## src/hw/sdram_pkg.sv

```systemverilog
// Shared constants for the SDRAM link: command codes, mode fields, timing.
// Assumes a single 50 MHz clock shared by both ends of the link.
package sdram_pkg;
	localparam int CLK_PERIOD_NS = 20;
	localparam int DW            = 32;
	localparam int AW            = 11;
	localparam int MODE_W        = 10;

	// Command code {ras_n, cas_n, we_n}
	localparam logic [2:0] CMD_MRS   = 3'h0;
	localparam logic [2:0] CMD_REF   = 3'h1;
	localparam logic [2:0] CMD_PRE   = 3'h2;
	localparam logic [2:0] CMD_ACT   = 3'h3;
	localparam logic [2:0] CMD_WRITE = 3'h4;
	localparam logic [2:0] CMD_READ  = 3'h5;
	localparam logic [2:0] CMD_STOP  = 3'h6;
	localparam logic [2:0] CMD_NOP   = 3'h7;

	// Mode register field positions
	localparam int MR_BL_LSB  = 0;
	localparam int MR_BT_BIT  = 3;
	localparam int MR_CL_LSB  = 4;
	localparam int MR_TM_LSB  = 7;
	localparam int MR_WBL_BIT = 9;
	localparam int AP_BIT     = 10;
	localparam logic [MODE_W-1:0] MODE_RESET = 10'h022;

	localparam logic [2:0] BL_1    = 3'h0;
	localparam logic [2:0] BL_2    = 3'h1;
	localparam logic [2:0] BL_4    = 3'h2;
	localparam logic [2:0] BL_8    = 3'h3;
	localparam logic [2:0] BL_FULL = 3'h7;
	localparam logic [2:0] CL_2    = 3'h2;
	localparam logic [2:0] CL_3    = 3'h3;
	localparam logic [1:0] TM_NORMAL = 2'h0;

	// Refresh and recovery timing
	localparam int REF_PERIOD_NS    = 64000000;
	localparam int REF_COUNT        = 4096;
	localparam int REF_INTERVAL_CYC = REF_PERIOD_NS / REF_COUNT / CLK_PERIOD_NS;
	localparam int TRC_NS           = 80;
	localparam int TRC_CYC          = (TRC_NS + CLK_PERIOD_NS - 1) / CLK_PERIOD_NS;
	localparam int TRP_NS           = 24;
	localparam int TRP_CYC          = (TRP_NS + CLK_PERIOD_NS - 1) / CLK_PERIOD_NS;
	localparam int TMRS_CYC         = 2;
	localparam int TPDE_CYC         = 1;
	localparam int TCAC_NS          = 30;
	localparam int CL_RAW           = (TCAC_NS + CLK_PERIOD_NS - 1) / CLK_PERIOD_NS;
	localparam int CL_CYC           = (CL_RAW < 2) ? 2 : CL_RAW;
	localparam logic [2:0] CL_CODE  = 3'(CL_CYC);

	// Controller register offsets
	localparam logic [7:0] REG_CMD    = 8'h00;
	localparam logic [7:0] REG_WDATA  = 8'h04;
	localparam logic [7:0] REG_DQM    = 8'h08;
	localparam logic [7:0] REG_STATUS = 8'h0c;
	localparam logic [7:0] REG_RDATA  = 8'h10;
	localparam logic [1:0] RESP_OKAY  = 2'h0;
	localparam logic [1:0] RESP_SLVERR = 2'h2;

	// Command register orders
	typedef enum logic [3:0] {
		OP_NOP = 4'h0, OP_MRS = 4'h1, OP_ACT = 4'h2, OP_READ = 4'h3,
		OP_WRITE = 4'h4, OP_PRE = 4'h5, OP_STOP = 4'h6, OP_SELF = 4'h7,
		OP_WAKE = 4'h8, OP_SLEEP = 4'h9
	} op_t;

	typedef enum logic [1:0] {ST_RUN = 2'b00, ST_PDOWN = 2'b01, ST_SELF = 2'b10} mem_state_t;
	typedef enum logic [1:0] {C_IDLE = 2'b00, C_GAP = 2'b01, C_SLEEP = 2'b11, C_REF = 2'b10} ctl_state_t;

	// Words in one burst for a length code; full page counts 256
	function automatic logic [8:0] bl_words(input logic [2:0] code);
		case (code)
			BL_1:    bl_words = 9'h001;
			BL_2:    bl_words = 9'h002;
			BL_4:    bl_words = 9'h004;
			BL_8:    bl_words = 9'h008;
			default: bl_words = 9'h100;
		endcase
	endfunction : bl_words
endpackage : sdram_pkg

```

## src/hw/sdram_link_if.sv

```systemverilog
// Command, clock enable and data lines between controller and memory.
// Both ends run on the same clock; data runs on separate ctl_dq and mem_dq lines.
interface sdram_link_if;
	logic        cs_n;
	logic        ras_n;
	logic        cas_n;
	logic        we_n;
	logic        cke;
	logic [1:0]  ba;
	logic [10:0] addr;
	logic [3:0]  dqm;
	logic [31:0] ctl_dq;
	logic        ctl_dq_oe;
	logic [31:0] mem_dq;
	logic [3:0]  mem_dq_oe;

	modport mem (input cs_n, ras_n, cas_n, we_n, cke, ba, addr, dqm, ctl_dq, ctl_dq_oe,
		output mem_dq, mem_dq_oe);
	modport ctl (output cs_n, ras_n, cas_n, we_n, cke, ba, addr, dqm, ctl_dq, ctl_dq_oe,
		input mem_dq, mem_dq_oe);
endinterface : sdram_link_if

```

## src/hw/sdram_ctl_end.sv

```systemverilog
// Controller end of the SDRAM link with an AXI4-Lite register slave.
// Assumes software orders one command at a time and keeps bank timing itself.
module sdram_ctl_end
	import sdram_pkg::*;
(
	input  wire logic        aclk,
	input  wire logic        aresetn,
	input  wire logic        awvalid,
	output logic             awready,
	input  wire logic [7:0]  awaddr,
	input  wire logic        wvalid,
	output logic             wready,
	input  wire logic [31:0] wdata,
	input  wire logic [3:0]  wstrb,
	output logic             bvalid,
	input  wire logic        bready,
	output logic [1:0]       bresp,
	input  wire logic        arvalid,
	output logic             arready,
	input  wire logic [7:0]  araddr,
	output logic             rvalid,
	input  wire logic        rready,
	output logic [31:0]      rdata,
	output logic [1:0]       rresp,
	sdram_link_if.ctl        lk
);
	ctl_state_t        st_q;
	logic [7:0]        awa_q;
	logic [31:0]       wd_q, wdreg_q, rd_q;
	logic [3:0]        ws_q, dqmreg_q;
	logic [16:0]       cmdw_q;
	logic              pend_q, sr_q, due_q;
	logic [MODE_W-1:0] mode_q;
	logic [9:0]        tmr_q;
	logic [3:0]        wait_q;
	logic [8:0]        left_q;
	logic              wfire, cmd_wr;
	logic [31:0]       smask;
	op_t               op;
	logic [AW-1:0]     mr;

	assign wfire  = !awready && !wready && !bvalid;
	assign cmd_wr = wfire && awa_q == REG_CMD;
	assign op     = op_t'(cmdw_q[3:0]);
	assign smask  = {{8{ws_q[3]}}, {8{ws_q[2]}}, {8{ws_q[1]}}, {8{ws_q[0]}}};

	// Mode word sent: test bits normal, latency from access time
	always_comb begin
		mr = cmdw_q[16:6];
		mr[MR_TM_LSB +: 2] = TM_NORMAL;
		mr[MR_CL_LSB +: 3] = CL_CODE;
	end

	// AXI write channels, either order, response after both
	always_ff @(posedge aclk) begin
		if (!aresetn) begin
			awready <= 1'b1;
			wready  <= 1'b1;
			bvalid  <= 1'b0;
			bresp   <= RESP_OKAY;
			awa_q   <= 8'h00;
			wd_q    <= '0;
			ws_q    <= 4'h0;
		end else begin
			if (awvalid && awready) begin
				awa_q   <= awaddr;
				awready <= 1'b0;
			end
			if (wvalid && wready) begin
				wd_q   <= wdata;
				ws_q   <= wstrb;
				wready <= 1'b0;
			end
			if (wfire) begin
				bvalid <= 1'b1;
				bresp  <= (awa_q == REG_CMD || awa_q == REG_WDATA || awa_q == REG_DQM) ? RESP_OKAY : RESP_SLVERR;
			end
			if (bvalid && bready) begin
				bvalid  <= 1'b0;
				awready <= 1'b1;
				wready  <= 1'b1;
			end
		end
	end

	// Writable registers
	always_ff @(posedge aclk) begin
		if (!aresetn) begin
			wdreg_q  <= '0;
			dqmreg_q <= 4'h0;
			cmdw_q   <= '0;
		end else if (wfire) begin
			if (awa_q == REG_WDATA) begin
				wdreg_q <= (wdreg_q & ~smask) | (wd_q & smask);
			end else if (awa_q == REG_DQM && ws_q[0]) begin
				dqmreg_q <= wd_q[3:0];
			end else if (awa_q == REG_CMD && !pend_q) begin
				cmdw_q <= wd_q[16:0];
			end
		end
	end

	// AXI read channel
	always_ff @(posedge aclk) begin
		if (!aresetn) begin
			arready <= 1'b1;
			rvalid  <= 1'b0;
			rdata   <= '0;
			rresp   <= RESP_OKAY;
		end else if (arvalid && arready) begin
			arready <= 1'b0;
			rvalid  <= 1'b1;
			rresp   <= RESP_OKAY;
			if (araddr == REG_STATUS) begin
				rdata <= {19'h0, mode_q, sr_q, st_q == C_SLEEP, pend_q || st_q != C_IDLE};
			end else if (araddr == REG_RDATA) begin
				rdata <= rd_q;
			end else if (araddr == REG_WDATA) begin
				rdata <= wdreg_q;
			end else begin
				rdata <= '0;
				rresp <= RESP_SLVERR;
			end
		end else if (rvalid && rready) begin
			rvalid  <= 1'b0;
			arready <= 1'b1;
		end
	end

	// Refresh timer; due set wins over clear
	always_ff @(posedge aclk) begin
		if (!aresetn || sr_q) begin
			tmr_q <= 10'h000;
			due_q <= 1'b0;
		end else begin
			if (tmr_q == 10'(REF_INTERVAL_CYC - 1)) begin
				tmr_q <= 10'h000;
				due_q <= 1'b1;
			end else begin
				tmr_q <= tmr_q + 10'h001;
				if (st_q == C_REF && wait_q == 4'h0) begin
					due_q <= 1'b0;
				end
			end
		end
	end

	// Last word read back from the memory
	always_ff @(posedge aclk) begin
		if (!aresetn) begin
			rd_q <= '0;
		end else if (|lk.mem_dq_oe) begin
			rd_q <= lk.mem_dq;
		end
	end

	// Command sequencer driving the link
	always_ff @(posedge aclk) begin
		if (!aresetn) begin
			st_q <= C_IDLE;
			{lk.cs_n, lk.ras_n, lk.cas_n, lk.we_n} <= {1'b1, CMD_NOP};
			lk.cke <= 1'b1;
			lk.ba <= 2'h0;
			lk.addr <= '0;
			lk.dqm <= 4'hf;
			lk.ctl_dq <= '0;
			lk.ctl_dq_oe <= 1'b0;
			pend_q <= 1'b0;
			sr_q <= 1'b0;
			mode_q <= MODE_RESET;
			wait_q <= 4'h0;
			left_q <= 9'h000;
		end else begin
			{lk.cs_n, lk.ras_n, lk.cas_n, lk.we_n} <= {1'b0, CMD_NOP};
			lk.dqm <= dqmreg_q;
			lk.ctl_dq_oe <= left_q != 9'h000;
			if (left_q != 9'h000) begin
				left_q <= left_q - 9'h001;
			end
			if (cmd_wr && !pend_q) begin
				pend_q <= 1'b1;
			end
			case (st_q)
				C_IDLE: begin
					if (due_q) begin
						{lk.ras_n, lk.cas_n, lk.we_n} <= CMD_PRE;
						lk.addr[AP_BIT] <= 1'b1;
						wait_q <= 4'(TRP_CYC - 1);
						st_q <= C_REF;
					end else if (pend_q && op != OP_WAKE) begin
						pend_q <= 1'b0;
						lk.ba <= cmdw_q[5:4];
						lk.addr <= cmdw_q[16:6];
						case (op)
							OP_MRS: begin
								{lk.ras_n, lk.cas_n, lk.we_n} <= CMD_MRS;
								lk.addr <= mr;
								mode_q <= mr[MODE_W-1:0];
								wait_q <= 4'(TMRS_CYC - 1);
								st_q <= C_GAP;
							end
							OP_ACT: {lk.ras_n, lk.cas_n, lk.we_n} <= CMD_ACT;
							OP_READ: {lk.ras_n, lk.cas_n, lk.we_n} <= CMD_READ;
							OP_PRE: {lk.ras_n, lk.cas_n, lk.we_n} <= CMD_PRE;
							OP_STOP: begin
								{lk.ras_n, lk.cas_n, lk.we_n} <= CMD_STOP;
								left_q <= 9'h000;
								lk.ctl_dq_oe <= 1'b0;
							end
							OP_WRITE: begin
								{lk.ras_n, lk.cas_n, lk.we_n} <= CMD_WRITE;
								lk.ctl_dq <= wdreg_q;
								lk.ctl_dq_oe <= 1'b1;
								left_q <= (mode_q[MR_WBL_BIT] ? 9'h001 : bl_words(mode_q[2:0])) - 9'h001;
							end
							OP_SELF: begin
								// Distributed refresh keeps rows fresh, no burst needed here
								{lk.ras_n, lk.cas_n, lk.we_n} <= CMD_REF;
								lk.cke <= 1'b0;
								sr_q <= 1'b1;
								st_q <= C_SLEEP;
							end
							OP_SLEEP: begin
								lk.cke <= 1'b0;
								st_q <= C_SLEEP;
							end
							default: ;
						endcase
					end else if (pend_q) begin
						pend_q <= 1'b0;
					end
				end
				C_GAP: begin
					if (wait_q == 4'h0) begin
						st_q <= C_IDLE;
					end else begin
						wait_q <= wait_q - 4'h1;
					end
				end
				C_REF: begin
					if (wait_q == 4'h0) begin
						{lk.ras_n, lk.cas_n, lk.we_n} <= CMD_REF;
						wait_q <= 4'(TRC_CYC - 1);
						st_q <= C_GAP;
					end else begin
						wait_q <= wait_q - 4'h1;
					end
				end
				C_SLEEP: begin
					if ((pend_q && op == OP_WAKE) || (!sr_q && due_q)) begin
						lk.cke <= 1'b1;
						wait_q <= sr_q ? 4'(TRC_CYC - 1) : 4'(TPDE_CYC);
						sr_q <= 1'b0;
						st_q <= C_GAP;
						if (pend_q && op == OP_WAKE) begin
							pend_q <= 1'b0;
						end
					end
				end
				default: st_q <= C_IDLE;
			endcase
		end
	end
endmodule : sdram_ctl_end

```

## src/flat_wrapper.sv

```systemverilog
// flat-port wrapper written by rule: the top's interface ports become plain ports
module sdram_ctl_end_flat import sdram_pkg::*;
  (aclk, aresetn, awvalid, awready, awaddr, wvalid, wready, wdata, wstrb, bvalid, bready, bresp, arvalid, arready, araddr, rvalid, rready, rdata, rresp, lk_cs_n, lk_ras_n, lk_cas_n, lk_we_n, lk_cke, lk_ba, lk_addr, lk_dqm, lk_ctl_dq, lk_ctl_dq_oe, lk_mem_dq, lk_mem_dq_oe);
  sdram_link_if lk_i ();
  input  wire logic aclk;
  input  wire logic aresetn;
  input  wire logic awvalid;
  output logic awready;
  input  wire logic [7:0] awaddr;
  input  wire logic wvalid;
  output logic wready;
  input  wire logic [31:0] wdata;
  input  wire logic [3:0] wstrb;
  output logic bvalid;
  input  wire logic bready;
  output logic [1:0] bresp;
  input  wire logic arvalid;
  output logic arready;
  input  wire logic [7:0] araddr;
  output logic rvalid;
  input  wire logic rready;
  output logic [31:0] rdata;
  output logic [1:0] rresp;
  output wire logic [$bits(lk_i.cs_n)-1:0] lk_cs_n;
  output wire logic [$bits(lk_i.ras_n)-1:0] lk_ras_n;
  output wire logic [$bits(lk_i.cas_n)-1:0] lk_cas_n;
  output wire logic [$bits(lk_i.we_n)-1:0] lk_we_n;
  output wire logic [$bits(lk_i.cke)-1:0] lk_cke;
  output wire logic [$bits(lk_i.ba)-1:0] lk_ba;
  output wire logic [$bits(lk_i.addr)-1:0] lk_addr;
  output wire logic [$bits(lk_i.dqm)-1:0] lk_dqm;
  output wire logic [$bits(lk_i.ctl_dq)-1:0] lk_ctl_dq;
  output wire logic [$bits(lk_i.ctl_dq_oe)-1:0] lk_ctl_dq_oe;
  input wire logic [$bits(lk_i.mem_dq)-1:0] lk_mem_dq;
  input wire logic [$bits(lk_i.mem_dq_oe)-1:0] lk_mem_dq_oe;
  assign lk_cs_n = lk_i.cs_n;
  assign lk_ras_n = lk_i.ras_n;
  assign lk_cas_n = lk_i.cas_n;
  assign lk_we_n = lk_i.we_n;
  assign lk_cke = lk_i.cke;
  assign lk_ba = lk_i.ba;
  assign lk_addr = lk_i.addr;
  assign lk_dqm = lk_i.dqm;
  assign lk_ctl_dq = lk_i.ctl_dq;
  assign lk_ctl_dq_oe = lk_i.ctl_dq_oe;
  assign lk_i.mem_dq = lk_mem_dq;
  assign lk_i.mem_dq_oe = lk_mem_dq_oe;
  sdram_ctl_end u_core (.aclk(aclk), .aresetn(aresetn), .awvalid(awvalid), .awready(awready), .awaddr(awaddr), .wvalid(wvalid), .wready(wready), .wdata(wdata), .wstrb(wstrb), .bvalid(bvalid), .bready(bready), .bresp(bresp), .arvalid(arvalid), .arready(arready), .araddr(araddr), .rvalid(rvalid), .rready(rready), .rdata(rdata), .rresp(rresp), .lk(lk_i));
endmodule
```

## config.mk

```make
export PLATFORM = sky130hd
export DESIGN_NAME = sdram_ctl_end_flat
export DESIGN_NICKNAME = d
export VERILOG_FILES = /design/src/hw/sdram_pkg.sv /design/src/hw/sdram_link_if.sv /design/src/hw/sdram_ctl_end.sv /design/src/flat_wrapper.sv
export SDC_FILE = /design/constraint.sdc
export NUM_CORES = 1
export LEC_CHECK = 0
export BUFFER_PORTS_ARGS = -buffer_cell sky130_fd_sc_hd__buf_2
export CORE_MARGIN = 2
export CORE_UTILIZATION = 30
export CTS_CLUSTER_SIZE = 40
export DETAILED_ROUTE_END_ITERATION = 12
export GPL_TIMING_DRIVEN = 0
export PLACE_DENSITY = 0.51
export SLEW_MARGIN = 10
export SYNTH_ARGS = -nofsm -noshare
export SYNTH_HDL_FRONTEND = slang
export SYNTH_SLANG_ARGS = --single-unit
```

## constraint.sdc

```tcl
create_clock -name aclk -period 3.9 [get_ports aclk]
set_clock_uncertainty 0.05 [all_clocks]
set_input_delay 0 -clock aclk [delete_from_list [all_inputs] [get_ports aclk]]
set_output_delay 0 -clock aclk [all_outputs]
set_load 0.005 [all_outputs]
```

==> PnR_summary.wiki, run 1 <==
{| class="wikitable"
! Metric !! Value
|-
| Wire per inst || 16.9 um
|-
| Largest fanout of any net on the critical path || 4
|-
| Worst path slowest cell || sky130_fd_sc_hd__dlygate4sd3_1
|-
| Power Dens Cells || roughly 450 mW/mm^2
|-
| Static leakage || about 5.5 nW
|-
| Fraction of layout instances using a drive strength above 1 || 17.7%
|-
| Uppermost routed layer || met4
|-
| Worst path buffer plus inverter count || 5
|-
| DP Cell Count || approximately 1900
|-
| Per-instance average area after synthesis || between 8 and 9 um^2
|-
| Detail-routed via count per cell || 4.76
|-
| Setup repair after global routing missed its margin || no
|-
| EDFF count, synth || 0
|-
| DRC || 0
|-
| Placed wire-length estimate after detailed placement || 25000 um
|-
| Antenna violations before repair || 0
|-
| Worst rel slew slack || 40.1%
|-
| Internal cell power || 4.63 mW
|-
| Nets@finish || 1650
|-
| # rows || 67
|-
| Reported max-cap violation count || 0
|-
| Register bit total from synthesis || ~260
|-
| Number of antenna repair diodes || 0
|-
| DRT Wirelength || 34000 um
|-
| Ordered list of cells on the worst path || dlygate4sd3_1 > buf_2 > nor3_1 > dlygate4sd3_1 > nand3_1 > nor3_1 > dlygate4sd3_1 > a22o_1 > dlygate4sd3_1
|-
| Starting density of the core || 30.5%
|-
| Insertion delay to the later sink of the worst-skew pair || ~0.55 ns
|-
| Count of synthesis-stage warnings from yosys || 0
|-
| Worst Hold Margin || 0.0335 ns
|-
| Net switching power || 1.54 mW
|-
| Measured slew at the worst slew-check pin || 0.898 ns
|-
| Routed length on met1 || ~16000 um
|-
| CTS HTree Levels || 1
|-
| Crit path launch type || input pin
|-
| Post-detailed-route count of antenna-violating nets || 0
|-
| Final critical-path required period || 2.91 ns
|-
| Met3 wirelength from detailed routing || 1850 um
|-
| Netlist cell types || 70
|-
| Family of cells with the greatest summed delay on the critical path || buffers and inverters
|-
| Input/output buffers || 187
|-
| Post-route fraction of the period consumed by the critical path || 74.7%
|-
| Finished Cell Area || 0.0138 mm^2
|-
| Post-layout total power || 6.17 mW
|-
| Final Hold Fails || 0
|-
| Filler cell count in the final layout || 3490
|-
| Synth Cell Area || 0.0103 mm^2
|-
| Placed cell areas || between 0.01 and 0.015 mm^2
|-
| Category of the most critical setup path || input pin to flip-flop
|-
| Num ports || 191
|-
| Area occupied by registers || 0.00512 mm^2
|-
| Type of destination of the critical path || flip-flop
|-
| Register share of total power || 45.3%
|-
| Number of clock sinks || between 200 and 300
|-
| Smallest setup slack after layout || 0.986 ns
|-
| Data arrival at the endpoint of the critical path || 3.36 ns
|-
| Fmax achieved || between 300 and 400 MHz
|-
| Via count of the first global-routing pass || 9244
|-
| Clock tree root buffer cell || sky130_fd_sc_hd__clkbuf_16
|-
| Die X-Extent || 189 um
|-
| Initial DRT Pass Iterations || 5
|-
| Delay of the slowest cell on the worst path || between 0.6 and 0.7 ns
|-
| Combinational cell fraction of total power || 10.9%
|-
| Total Routing Usage GR || 18.7%
|-
| Number of standard cells after synthesis || 1220
|-
| Placer congestion estimate || between 0.8 and 0.9
|-
| Worst slack after detailed placement || about 1.6 ns
|-
| Final number of max-transition violations || 0
|-
| Largest voltage drop on the vdd net || ~0.38 mV
|-
| Via count of the routed design || 9564
|-
| Utilization after layout || 40.9%
|-
| Sum of negative setup slack || 0 ns
|-
| Pin count of the biggest net entering global routing || 15
|-
| Dominant register cell in the synthesized netlist || sky130_fd_sc_hd__dfxtp_1
|-
| Required time of the critical path || between 4 and 5 ns
|-
| Die Y || approximately 190 um
|-
| Final setup vio count || 0
|-
| Outcome || finished clean
|-
| Starting DRC count in detailed routing || 591
|-
| Type of the tightest min-delay check || input pin to flip-flop
|-
| Post-CTS clock slew at the launch and capture registers of the worst setup and hold paths || roughly 0.06 ns
|-
| Sequential share of the synthesized area || 50.0%
|-
| Net Sw Frac || 25.0%
|-
| Area of the placeable core || 0.0336 mm^2
|-
| Clock tree from TritonCTS || built
|-
| Global-route wire length before repair || ~52000 um
|-
| Total die area || between 0.03 and 0.04 mm^2
|-
| Cts bufs inserted || 28
|-
| Non-filler cells, final || 2010
|-
| Share of async-settable or async-resettable flops after synthesis || 0%
|-
| Most repeated library cell on the critical path || sky130_fd_sc_hd__dlygate4sd3_1
|-
| Fraction of power consumed by the clock network || a little over two fifths
|-
| Multi-input combinational cell area || approximately 0.0047 mm^2
|-
| Signed area change from the synthesized netlist to the final layout || 34.2%
|-
| CTS max path bufs || 3
|-
| Routed met2 length || 15000 um
|-
| Overall overflow remaining after global route || 0
|}
[path summary, 6_finish.rpt]
path	from	endpoint	slack, ns	depth (start not counted)
worst max-delay path	araddr[6]	u_core.rdata[6]	0.99	9
worst min-delay path	araddr[7]	u_core.rdata[7]	0.03	5
worst min register to register	u_core.rdata[13]	u_core.rdata[13]	0.39	2
worst max register to register	u_core.arready	u_core.rdata[6]	1.27	6
[final cells by class]
| cell class | count | share of cell area [%] |
|---|---|---|
| clock inverter | 11 | 1.10 |
| clock buffer | 36 | 5.67 |
| inverter | 17 | 0.464 |
| sequential | 256 | 37.2 |
| timing repair buffer | 294 | 14.6 |
| multi-input combinational | 866 | 34.1 |
| tap | 448 | 4.07 |
| buffer | 82 | 2.71 |
[worst min-delay path, stage by stage]
cell	delay, ns
sky130_fd_sc_hd__buf_2	0.08
sky130_fd_sc_hd__or3_1	0.17
sky130_fd_sc_hd__nor3_2	0.10
sky130_fd_sc_hd__a22oi_1	0.15
sky130_fd_sc_hd__o21ai_1	0.07
[cells in the final DEF (no fill, tap or decap), types with 6 or more instances in the layout]
master	n
sky130_fd_sc_hd__nor2_1	55
sky130_fd_sc_hd__dfxtp_1	256
sky130_fd_sc_hd__nand2b_1	9
sky130_fd_sc_hd__nand2_1	350
sky130_fd_sc_hd__o211ai_1	8
sky130_fd_sc_hd__a21oi_1	139
sky130_fd_sc_hd__clkbuf_1	58
sky130_fd_sc_hd__dlygate4sd3_1	107
sky130_fd_sc_hd__inv_1	17
sky130_fd_sc_hd__a32o_1	6
sky130_fd_sc_hd__clkbuf_16	28
sky130_fd_sc_hd__buf_2	201
sky130_fd_sc_hd__nor3_1	11
sky130_fd_sc_hd__ha_1	10
sky130_fd_sc_hd__mux2i_1	59
sky130_fd_sc_hd__o21ai_0	21
sky130_fd_sc_hd__xnor2_1	10
sky130_fd_sc_hd__nor3b_1	6
sky130_fd_sc_hd__a22oi_1	23
sky130_fd_sc_hd__buf_4	6
sky130_fd_sc_hd__nand3_1	33
sky130_fd_sc_hd__and2_1	7
sky130_fd_sc_hd__o21ai_1	26
[cell usage after synthesis, types with 3 or more instances]
master / number / area (um^2)
sky130_fd_sc_hd__mux2i_1: 59 / 591
sky130_fd_sc_hd__xnor2_1: 10 / 87.6
sky130_fd_sc_hd__and2_1: 7 / 43.8
sky130_fd_sc_hd__a22oi_1: 23 / 173
sky130_fd_sc_hd__nand2_1: 350 / 1310
sky130_fd_sc_hd__ha_1: 10 / 125
sky130_fd_sc_hd__nor2_1: 55 / 206
sky130_fd_sc_hd__nor4_1: 4 / 25.0
sky130_fd_sc_hd__and3_1: 5 / 31.3
sky130_fd_sc_hd__or3_1: 3 / 18.8
sky130_fd_sc_hd__clkbuf_1: 55 / 206
sky130_fd_sc_hd__or2_2: 4 / 25.0
sky130_fd_sc_hd__or3b_1: 3 / 26.3
sky130_fd_sc_hd__nor2b_1: 4 / 25.0
sky130_fd_sc_hd__a211o_1: 3 / 26.3
sky130_fd_sc_hd__o21ai_1: 26 / 130
sky130_fd_sc_hd__buf_2: 14 / 70.1
sky130_fd_sc_hd__buf_6: 3 / 33.8
sky130_fd_sc_hd__xor2_1: 3 / 26.3
sky130_fd_sc_hd__nand3_1: 33 / 165
sky130_fd_sc_hd__o21ai_0: 21 / 105
sky130_fd_sc_hd__a21oi_1: 139 / 696
sky130_fd_sc_hd__dfxtp_1: 256 / 5120
sky130_fd_sc_hd__inv_1: 17 / 63.8
sky130_fd_sc_hd__o211ai_1: 8 / 60.1
sky130_fd_sc_hd__buf_4: 6 / 45.0
sky130_fd_sc_hd__a31oi_1: 3 / 18.8
sky130_fd_sc_hd__nand4_1: 5 / 31.3
sky130_fd_sc_hd__a211oi_1: 4 / 30.0
sky130_fd_sc_hd__nor3_1: 11 / 55.1
sky130_fd_sc_hd__nor3b_1: 6 / 45.0
sky130_fd_sc_hd__nand2b_1: 9 / 56.3
sky130_fd_sc_hd__or4_1: 4 / 30.0
sky130_fd_sc_hd__nor3_2: 3 / 30.0
sky130_fd_sc_hd__a32o_1: 6 / 60.1
sky130_fd_sc_hd__nor4b_2: 3 / 45.0
[layer usage]
| metal | vias to the layer above | global-route usage (%) |
|---|---|---|
| met5 | - | 0 |
| met4 | 0 | 4.69 |
| li1 | 4791 | - |
| met3 | 40 | 3.26 |
| met1 | 4483 | 26.4 |
| met2 | 250 | 29.5 |
[logic make-up (layout without fill, tap and decap cells)]
kind of cell / count (synthesis) / after routing / synth area share (%)
AO/OA/AOI/OAI: 255 / 255 / 14.7
XOR/XNOR: 13 / 13 / 1.11
adder cells (fa/ha/maj): 10 / 10 / 1.22
buffers and inverters: 99 / 440 / 4.26
flip-flops: 256 / 256 / 50.0
multiplexers: 62 / 62 / 6.09
other: 1 / 2 / 0.0366
AND/OR/NAND/NOR: 524 / 524 / 22.6
[power by group through the flow]
stage                     Clock [mW]  Combinational, mW  Sequential, mW
after floorplan                    0              0.396            2.83
after global placement             0              0.588            2.85
after detailed placement           0              0.595            2.85
after CTS                       2.75              0.676            2.80
after global routing            2.86              0.755            2.81
final                           2.70              0.674            2.80
[timing repair]
| item | CTS | global route |
|---|---|---|
| hold buffers | 107 | 0 |
| endpoints found under the hold margin | 94 | 0 |
| resized for setup | 0 | 0 |
| buffers inserted | 0 | 0 |
Note: power is estimated with default switching activity, not from simulation.
==> run 2, diff against run 1 <==
Settings changed: ABC_AREA set to 1.
Clock period 3.9 ns to 2.7 ns, I/O delays scaled along.
==> run 2 against run 1 <==
Sequential share of layout area decreased by 0.84 points; global-route usage increased by 0.062 points; utilization decreased by 0.078 points; largest cell class unchanged; design area increased by 2.3%; synthesized cell count increased by 14%.
==> PnR_summary.wiki, run 2 <==
{| class="wikitable"
! Metric !! Value
|-
| Total Routing Usage GR || 18.7% (+0.062 points)
|-
| Cts bufs inserted || 30 (+7.1%)
|-
| Non-filler cells, final || 2193 (+9.1%)
|-
| Placed wire-length estimate after detailed placement || 26200 um (+5.1%)
|-
| Synth Cell Area || 0.0105 mm^2 (+2.1%)
|-
| Highest-count cells in the layout ignoring fill and taps || 256 x sky130_fd_sc_hd__dfxtp_1, 210 x sky130_fd_sc_hd__nor2_1, 197 x sky130_fd_sc_hd__buf_2, 195 x sky130_fd_sc_hd__nand2_1, 165 x sky130_fd_sc_hd__o21ai_0
|-
| Setup repair after global routing missed its margin || no
|-
| Number of cells on the worst hold path || 6 (+1)
|-
| Per-instance average area after synthesis || 7.54 um^2 (-10%)
|-
| Smallest setup slack after layout || 0.107 ns (-0.878 ns)
|-
| Startpoint of the most critical hold path || arvalid
|-
| Register bit total from synthesis || 256 (unchanged)
|-
| Worst Reg-to-Reg Cells || 6 (unchanged)
|-
| Overall overflow remaining after global route || 0 (unchanged)
|-
| Yosys top cell by area || sky130_fd_sc_hd__dfxtp_1
|-
| Endpoint of the most critical register-to-register path || u_core.awa_q[7]
|-
| Outcome || finished clean
|-
| Wire per inst || 16.0 um (-5.2%)
|-
| Antenna violations before repair || 1 (+1)
|-
| Final setup vio count || 0 (unchanged)
|-
| Sequential share of the synthesized area || 49.0% (-1.0 points)
|-
| Insertion delay to the later sink of the worst-skew pair || 0.55 ns (about the same)
|-
| Pin count of the biggest net entering global routing || 15 (unchanged)
|-
| Die Y || 191 um (+1.0%)
|-
| Largest fanout of any net on the critical path || 4 (unchanged)
|-
| Nets@finish || 1818 (+10%)
|-
| Category of the most critical setup path || input pin to flip-flop
|-
| Crit path launch type || input pin
|-
| # rows || 68 (+1.5%)
|-
| Placer congestion estimate || 0.855 (+1.6%)
|-
| Most frequent standard cell in the layout excluding fill and tap cells || sky130_fd_sc_hd__dfxtp_1
|-
| Input/output buffers || 188 (+0.53%)
|-
| Share of async-settable or async-resettable flops after synthesis || 0% (unchanged)
|-
| CTS HTree Levels || 1 (unchanged)
|-
| Via count of the first global-routing pass || 9567 (+3.5%)
|-
| Fraction of post-synthesis cell area in the top cell type by area || 49.0% (-1.0 points)
|-
| Post-layout total power || 9.36 mW (+52%)
|-
| Type of the tightest min-delay check || input pin to flip-flop
|-
| Die X-Extent || 191 um (+1.0%)
|-
| DP Cell Count || 2032 (+9.5%)
|-
| Count of synthesis-stage warnings from yosys || 0 (unchanged)
|-
| Filler cell count in the final layout || 3592 (+2.9%)
|-
| Required time of the critical path || 3.15 ns (-1.20 ns)
|-
| Number of clock sinks || 256 (unchanged)
|-
| EDFF count, synth || 0 (unchanged)
|-
| Worst-case hold path end point || u_core.rdata[2]
|-
| Fmax achieved || 386 MHz
|-
| Clock tree from TritonCTS || built
|-
| Total die area || 0.0364 mm^2 (+2.0%)
|-
| Num ports || 191 (unchanged)
|-
| Worst slack after detailed placement || 0.591 ns (-0.961 ns)
|-
| DRT Wirelength || 35100 um (+3.4%)
|-
| Reg-to-reg critical path startpoint || u_core.awready
|-
| Post-CTS clock slew at the launch and capture registers of the worst setup and hold paths || 0.06 ns (about the same)
|-
| Final critical-path required period || 2.59 ns
|-
| Netlist cell types || 40 (-43%)
|-
| Area of the placeable core || 0.0345 mm^2 (+2.5%)
|-
| Via count of the routed design || 10178 (+6.4%)
|-
| Measured slew at the worst slew-check pin || 0.885 ns (-0.0128 ns)
|-
| Detail-routed via count per cell || 4.64 (-2.5%)
|-
| Global-route wire length before repair || 53300 um (+1.8%)
|-
| Type of destination of the critical path || flip-flop
|-
| Static leakage || 5.89 nW (+6.8%)
|-
| Worst-case register-to-register setup slack || 0.49 ns (-0.78 ns)
|-
| Dominant register cell in the synthesized netlist || sky130_fd_sc_hd__dfxtp_1
|-
| Data arrival at the endpoint of the critical path || 3.04 ns (-0.32 ns)
|-
| Fraction of layout instances using a drive strength above 1 || 17.7% (about the same)
|-
| Starting density of the core || 30.4% (-0.13 points)
|-
| Clock tree root buffer cell || sky130_fd_sc_hd__clkbuf_16
|-
| Signed area change from the synthesized netlist to the final layout || 34.5%
|-
| Starting DRC count in detailed routing || 666 (+13%)
|-
| Power Dens Cells || 665 mW/mm^2 (+48%)
|-
| Worst rel slew slack || 41.0% (+0.86 points)
|-
| Number of standard cells after synthesis || 1388 (+14%)
|-
| Most numerous cell types in the synthesized netlist || 256 x sky130_fd_sc_hd__dfxtp_1, 210 x sky130_fd_sc_hd__nor2_1, 195 x sky130_fd_sc_hd__nand2_1, 165 x sky130_fd_sc_hd__o21ai_0, 124 x sky130_fd_sc_hd__a21oi_1
|-
| Largest voltage drop on the vdd net || 0.433 mV (+15%)
|-
| CTS max path bufs || 3 (unchanged)
|-
| Final Hold Fails || 0 (unchanged)
|-
| Post-detailed-route count of antenna-violating nets || 0 (unchanged)
|-
| Ranking of synthesized cells by area || sky130_fd_sc_hd__dfxtp_1 49%, sky130_fd_sc_hd__o21ai_0 7.9%, sky130_fd_sc_hd__nor2_1 7.5%, sky130_fd_sc_hd__nand2_1 7.0%, sky130_fd_sc_hd__a21oi_1 5.9%
|-
| Post-route fraction of the period consumed by the critical path || 96.0%
|-
| Initial DRT Pass Iterations || 5 (unchanged)
|-
| Final number of max-transition violations || 0 (unchanged)
|-
| DRC || 0 (unchanged)
|-
| Reported max-cap violation count || 0 (unchanged)
|-
| Most used standard cell by instance count after synthesis || sky130_fd_sc_hd__dfxtp_1
|-
| Sum of negative setup slack || 0 ns (unchanged)
|}
[run 2: cell count changes in the layout (fill, tap and decap cells not counted), moves of 9 or more]
cell                       previous run  this run
sky130_fd_sc_hd__nand3_1             33       109
sky130_fd_sc_hd__nand2b_1             9         0
sky130_fd_sc_hd__nand2_1            350       195
sky130_fd_sc_hd__xnor2_1             10         1
sky130_fd_sc_hd__mux2i_1             59         0
sky130_fd_sc_hd__a21oi_2              0        28
sky130_fd_sc_hd__a21oi_1            139       124
sky130_fd_sc_hd__o21ai_0             21       165
sky130_fd_sc_hd__inv_1               17       122
sky130_fd_sc_hd__a22oi_1             23         4
sky130_fd_sc_hd__nor2_1              55       210
[run 2: final cells by class]
cell class	count	area (um^2)	area share [%]
inverters	129	484	3.44
repair buffers	292	1980	14.1
well taps	455	569	4.04
clock inverters	8	119	0.844
diodes	2	5.00	0.0356
flip-flops and latches	256	5120	36.4
multi-input cells	931	4500	32.0
clock buffers	47	926	6.58
plain buffers	73	367	2.60
[run 2: worst max-delay path, stage by stage]
cell,delay [ns]
sky130_fd_sc_hd__dlygate4sd3_1,0.57
sky130_fd_sc_hd__buf_2,0.16
sky130_fd_sc_hd__nand2_1,0.12
sky130_fd_sc_hd__nor3_4,0.24
sky130_fd_sc_hd__dlygate4sd3_1,0.58
sky130_fd_sc_hd__nand3_1,0.07
sky130_fd_sc_hd__dlygate4sd3_1,0.57
sky130_fd_sc_hd__a31oi_1,0.16
sky130_fd_sc_hd__dlygate4sd3_1,0.56
[run 2: through the flow]
stage | hold WS (ns) | instance area (um^2) | utilization [%]
global route | 0.0592 | 14100 | 40.8
global placement | 0.179 | 12000 | 34.8
floorplan | 0.0849 | 10500 | -
detailed placement | 0.183 | 12000 | 34.8
finish | 0.0146 | 14100 | 40.9
CTS | 0.00165 | 14100 | 40.8
[run 2: cell families (layout without fill, tap and decap cells)]
logic type	count (synthesis)	after routing	synth area share (%)
AOI/OAI and AO/OA	359	359	18.7
xor gates and xnor gates	9	9	0.753
adders and majority gates	10	10	1.20
buffers and inverters	202	549	8.13
DFF	256	256	49.0
other	1	4	0.0358
and+or+nand+nor	551	551	22.3
[run 2: worst max path at each step]
stage / from / end / cells past startpoint
2_1_floorplan: u_core.st_q[0] / u_core.st_q[0] / 12
3_3_place_gp: u_core.awa_q[0] / u_core.cmdw_q[13] / 7
3_5_place_dp: u_core.awa_q[0] / u_core.cmdw_q[12] / 7
4_1_cts: araddr[4] / u_core.rdata[8] / 9
5_1_grt: araddr[4] / u_core.rdata[8] / 9
6_report: araddr[4] / u_core.rdata[8] / 9
[run 2: timing repair]
action,4_1_cts,5_1_grt
hold buffers,103,0
setup buffers,0,1
setup endpoints to repair,0,1
gates resized for setup,0,1
endpoints found under the hold margin,113,0
[run 2: layer usage]
metal,GRT usage (%),part of all wire [%],wire length [um],up-vias
li1,-,-,-,5208
met3,3.75,6.0,2090,53
met2,28.9,44,15400,259
met4,4.92,2.1,733,2
met5,0,0.037,13,-
met1,26.5,48,16900,4656
[run 2: where the power goes]
group	internal [mW]	total (mW)	switching, mW
logic	0.448	1.09	0.639
clock network	2.62	4.20	1.58
registers	3.96	4.07	0.116
==> run 3, diff against run 2 <==
Settings changed: GPL_TIMING_DRIVEN 0 to 1.
==> run 3 against run 2 <==
Register-to-register slack better by 0.12 ns; sequential share of layout area up 0.95 points; die area unchanged; count of clock-buffer cells in the layout down 3; non-clock buffer count down 62; fmax up 0.16%; sequential power about the same; clock power down 6.0%; critical endpoint unchanged; largest cell class unchanged.
==> PnR_summary.wiki, run 3 (synthesis results as in run 2) <==
{| class="wikitable"
! Metric !! Value
|-
| Outcome || finished clean
|-
| Final setup vio count || 0 (unchanged)
|-
| Final Hold Fails || 0 (unchanged)
|-
| Filler cell count in the final layout || 3572 (-0.56%)
|-
| Post-detailed-route count of antenna-violating nets || 0 (unchanged)
|-
| Type of the tightest min-delay check || input pin to flip-flop
|-
| Starting density of the core || 30.4% (unchanged)
|-
| Worst Reg-to-Reg Cells || 8 (+2)
|-
| Wire per inst || 15.3 um (-4.3%)
|-
| CTS HTree Levels || 1 (unchanged)
|-
| Fraction of layout instances using a drive strength above 1 || 18.2% (+0.49 points)
|-
| Final critical-path required period || 2.59 ns (-0.00406 ns)
|-
| Worst-case hold path end point || u_core.rdata[4]
|-
| CTS max path bufs || 3 (unchanged)
|-
| Global-route wire length before repair || 50700 um (-4.9%)
|-
| Setup repair after global routing missed its margin || no
|-
| Worst rel slew slack || 46.8% (+5.8 points)
|-
| Starting DRC count in detailed routing || 511 (-23%)
|-
| Reg-to-reg critical path startpoint || u_core.arready
|-
| Final number of max-transition violations || 0 (unchanged)
|-
| Nets@finish || 1756 (-3.4%)
|-
| Crit path launch type || input pin
|-
| Die X-Extent || 191 um (unchanged)
|-
| Placed cell areas || 0.0118 mm^2 (-1.7%)
|-
| Type of destination of the critical path || flip-flop
|-
| Cts bufs inserted || 30 (unchanged)
|-
| Startpoint of the most critical hold path || arvalid
|-
| Sum of negative setup slack || 0 ns (unchanged)
|-
| Die Y || 191 um (unchanged)
|-
| Via count of the first global-routing pass || 9172 (-4.1%)
|-
| Non-filler cells, final || 2128 (-3.0%)
|-
| Total Routing Usage GR || 17.5% (-1.2 points)
|-
| Post-layout total power || 9.06 mW (-3.2%)
|-
| Via count of the routed design || 9772 (-4.0%)
|-
| Post-route fraction of the period consumed by the critical path || 95.9% (-0.15 points)
|-
| Most frequent standard cell in the layout excluding fill and tap cells || sky130_fd_sc_hd__dfxtp_1
|-
| Detail-routed via count per cell || 4.59 (-1.1%)
|-
| Measured slew at the worst slew-check pin || 0.797 ns (-0.0876 ns)
|-
| Smallest setup slack after layout || 0.111 ns (+0.00406 ns)
|-
| Finished Cell Area || 0.0137 mm^2 (-2.5%)
|-
| Static leakage || 5.75 nW (-2.4%)
|-
| Number of clock sinks || 256 (unchanged)
|-
| Endpoint of the most critical register-to-register path || u_core.rdata[5]
|-
| Reported max-cap violation count || 0 (unchanged)
|-
| Category of the most critical setup path || input pin to flip-flop
|-
| Largest fanout of any net on the critical path || 5 (+1)
|-
| Power Dens Cells || 661 mW/mm^2 (-0.67%)
|-
| Source of the critical timing path || araddr[2]
|-
| Highest-count cells in the layout ignoring fill and taps || 256 x sky130_fd_sc_hd__dfxtp_1, 210 x sky130_fd_sc_hd__nor2_1, 195 x sky130_fd_sc_hd__nand2_1, 187 x sky130_fd_sc_hd__buf_2, 165 x sky130_fd_sc_hd__o21ai_0
|-
| # rows || 68 (unchanged)
|-
| Insertion delay to the later sink of the worst-skew pair || 0.56 ns (about the same)
|-
| Utilization after layout || 39.8% (-1.0 points)
|-
| Clock tree root buffer cell || sky130_fd_sc_hd__clkbuf_16
|-
| DP Cell Count || 1977 (-2.7%)
|-
| Total die area || 0.0364 mm^2 (unchanged)
|-
| Post-CTS clock slew at the launch and capture registers of the worst setup and hold paths || 0.06 ns (about the same)
|-
| Overall overflow remaining after global route || 0 (unchanged)
|-
| Fmax achieved || 386 MHz (+0.16%)
|-
| Required time of the critical path || 3.14 ns (about the same)
|-
| Placer congestion estimate || 0.824 (-3.6%)
|-
| Worst slack after detailed placement || 0.663 ns (+0.0719 ns)
|-
| Initial DRT Pass Iterations || 5 (unchanged)
|-
| Worst-case register-to-register setup slack || 0.61 ns (+0.12 ns)
|-
| Placed wire-length estimate after detailed placement || 22500 um (-14%)
|-
| Area of the placeable core || 0.0345 mm^2 (unchanged)
|-
| Signed area change from the synthesized netlist to the final layout || 31.1%
|-
| Data arrival at the endpoint of the critical path || 3.03 ns (about the same)
|-
| Num ports || 191 (unchanged)
|-
| Clock tree from TritonCTS || built
|-
| DRT Wirelength || 32600 um (-7.2%)
|-
| Worst Hold Margin || 0.0323 ns (+0.0177 ns)
|-
| Antenna violations before repair || 0 (-1)
|-
| Number of antenna repair diodes || 0 (-2)
|-
| DRC || 0 (unchanged)
|-
| Pin count of the biggest net entering global routing || 186 (+171)
|-
| Number of cells on the worst hold path || 6 (unchanged)
|-
| Largest voltage drop on the vdd net || 0.430 mV (-0.66%)
|-
| Input/output buffers || 188 (unchanged)
|}
[run 3: metal layers]
metal	track usage [%]	share of wire, %
met2	26.3	42
met4	4.56	2.0
met1	26.0	51
met5	0	0
met3	2.72	5.0
[run 3: critical path, stage by stage]
cell	delay, ns
sky130_fd_sc_hd__dlygate4sd3_1	0.55
sky130_fd_sc_hd__buf_2	0.17
sky130_fd_sc_hd__inv_1	0.06
sky130_fd_sc_hd__nand2_1	0.12
sky130_fd_sc_hd__nor3_4	0.22
sky130_fd_sc_hd__dlygate4sd3_1	0.57
sky130_fd_sc_hd__nand3_1	0.06
sky130_fd_sc_hd__dlygate4sd3_1	0.57
sky130_fd_sc_hd__a31oi_1	0.16
sky130_fd_sc_hd__dlygate4sd3_1	0.55
[run 3: how the worst max path moves through the flow]
stage | to | slack [ns] | cells past startpoint
global placement | flip-flop | 0.76 | 6
global route | u_core.rdata[8] | 0.01 | 10
finish | u_core.rdata[8] | 0.11 | 10
floorplan | u_core.st_q[0] | 1.13 | 12
detailed placement | flip-flop | 0.66 | 6
CTS | u_core.rdata[8] | 0.009 | 10
[run 3: area by class of cell]
type                            count  area, um^2  share of cell area, %
Sequential cell                   256        5120                   37.4
Multi-Input combinational cell    931        4500                   32.8
Clock buffer                       44         885                   6.45
Tap cell                          455         569                   4.15
Inverter                          129         484                   3.53
Clock inverter                     10        81.3                  0.593
Timing Repair Buffer              303        2070                   15.1
[run 3: power by group]
part | switching, mW | internal (mW)
Clock | 1.60 | 2.35
Combinational | 0.597 | 0.437
Sequential | 0.126 | 3.96
Total | 2.32 | 6.74
[run 3: what timing repair did]
| item | 4_1_cts | 5_1_grt |
|---|---|---|
| hold endpoints to repair | 95 | 0 |
| hold buffers | 96 | 0 |
| setup endpoints to repair | 0 | 1 |
| setup buffers | 0 | 1 |
| resized for setup | 0 | 1 |
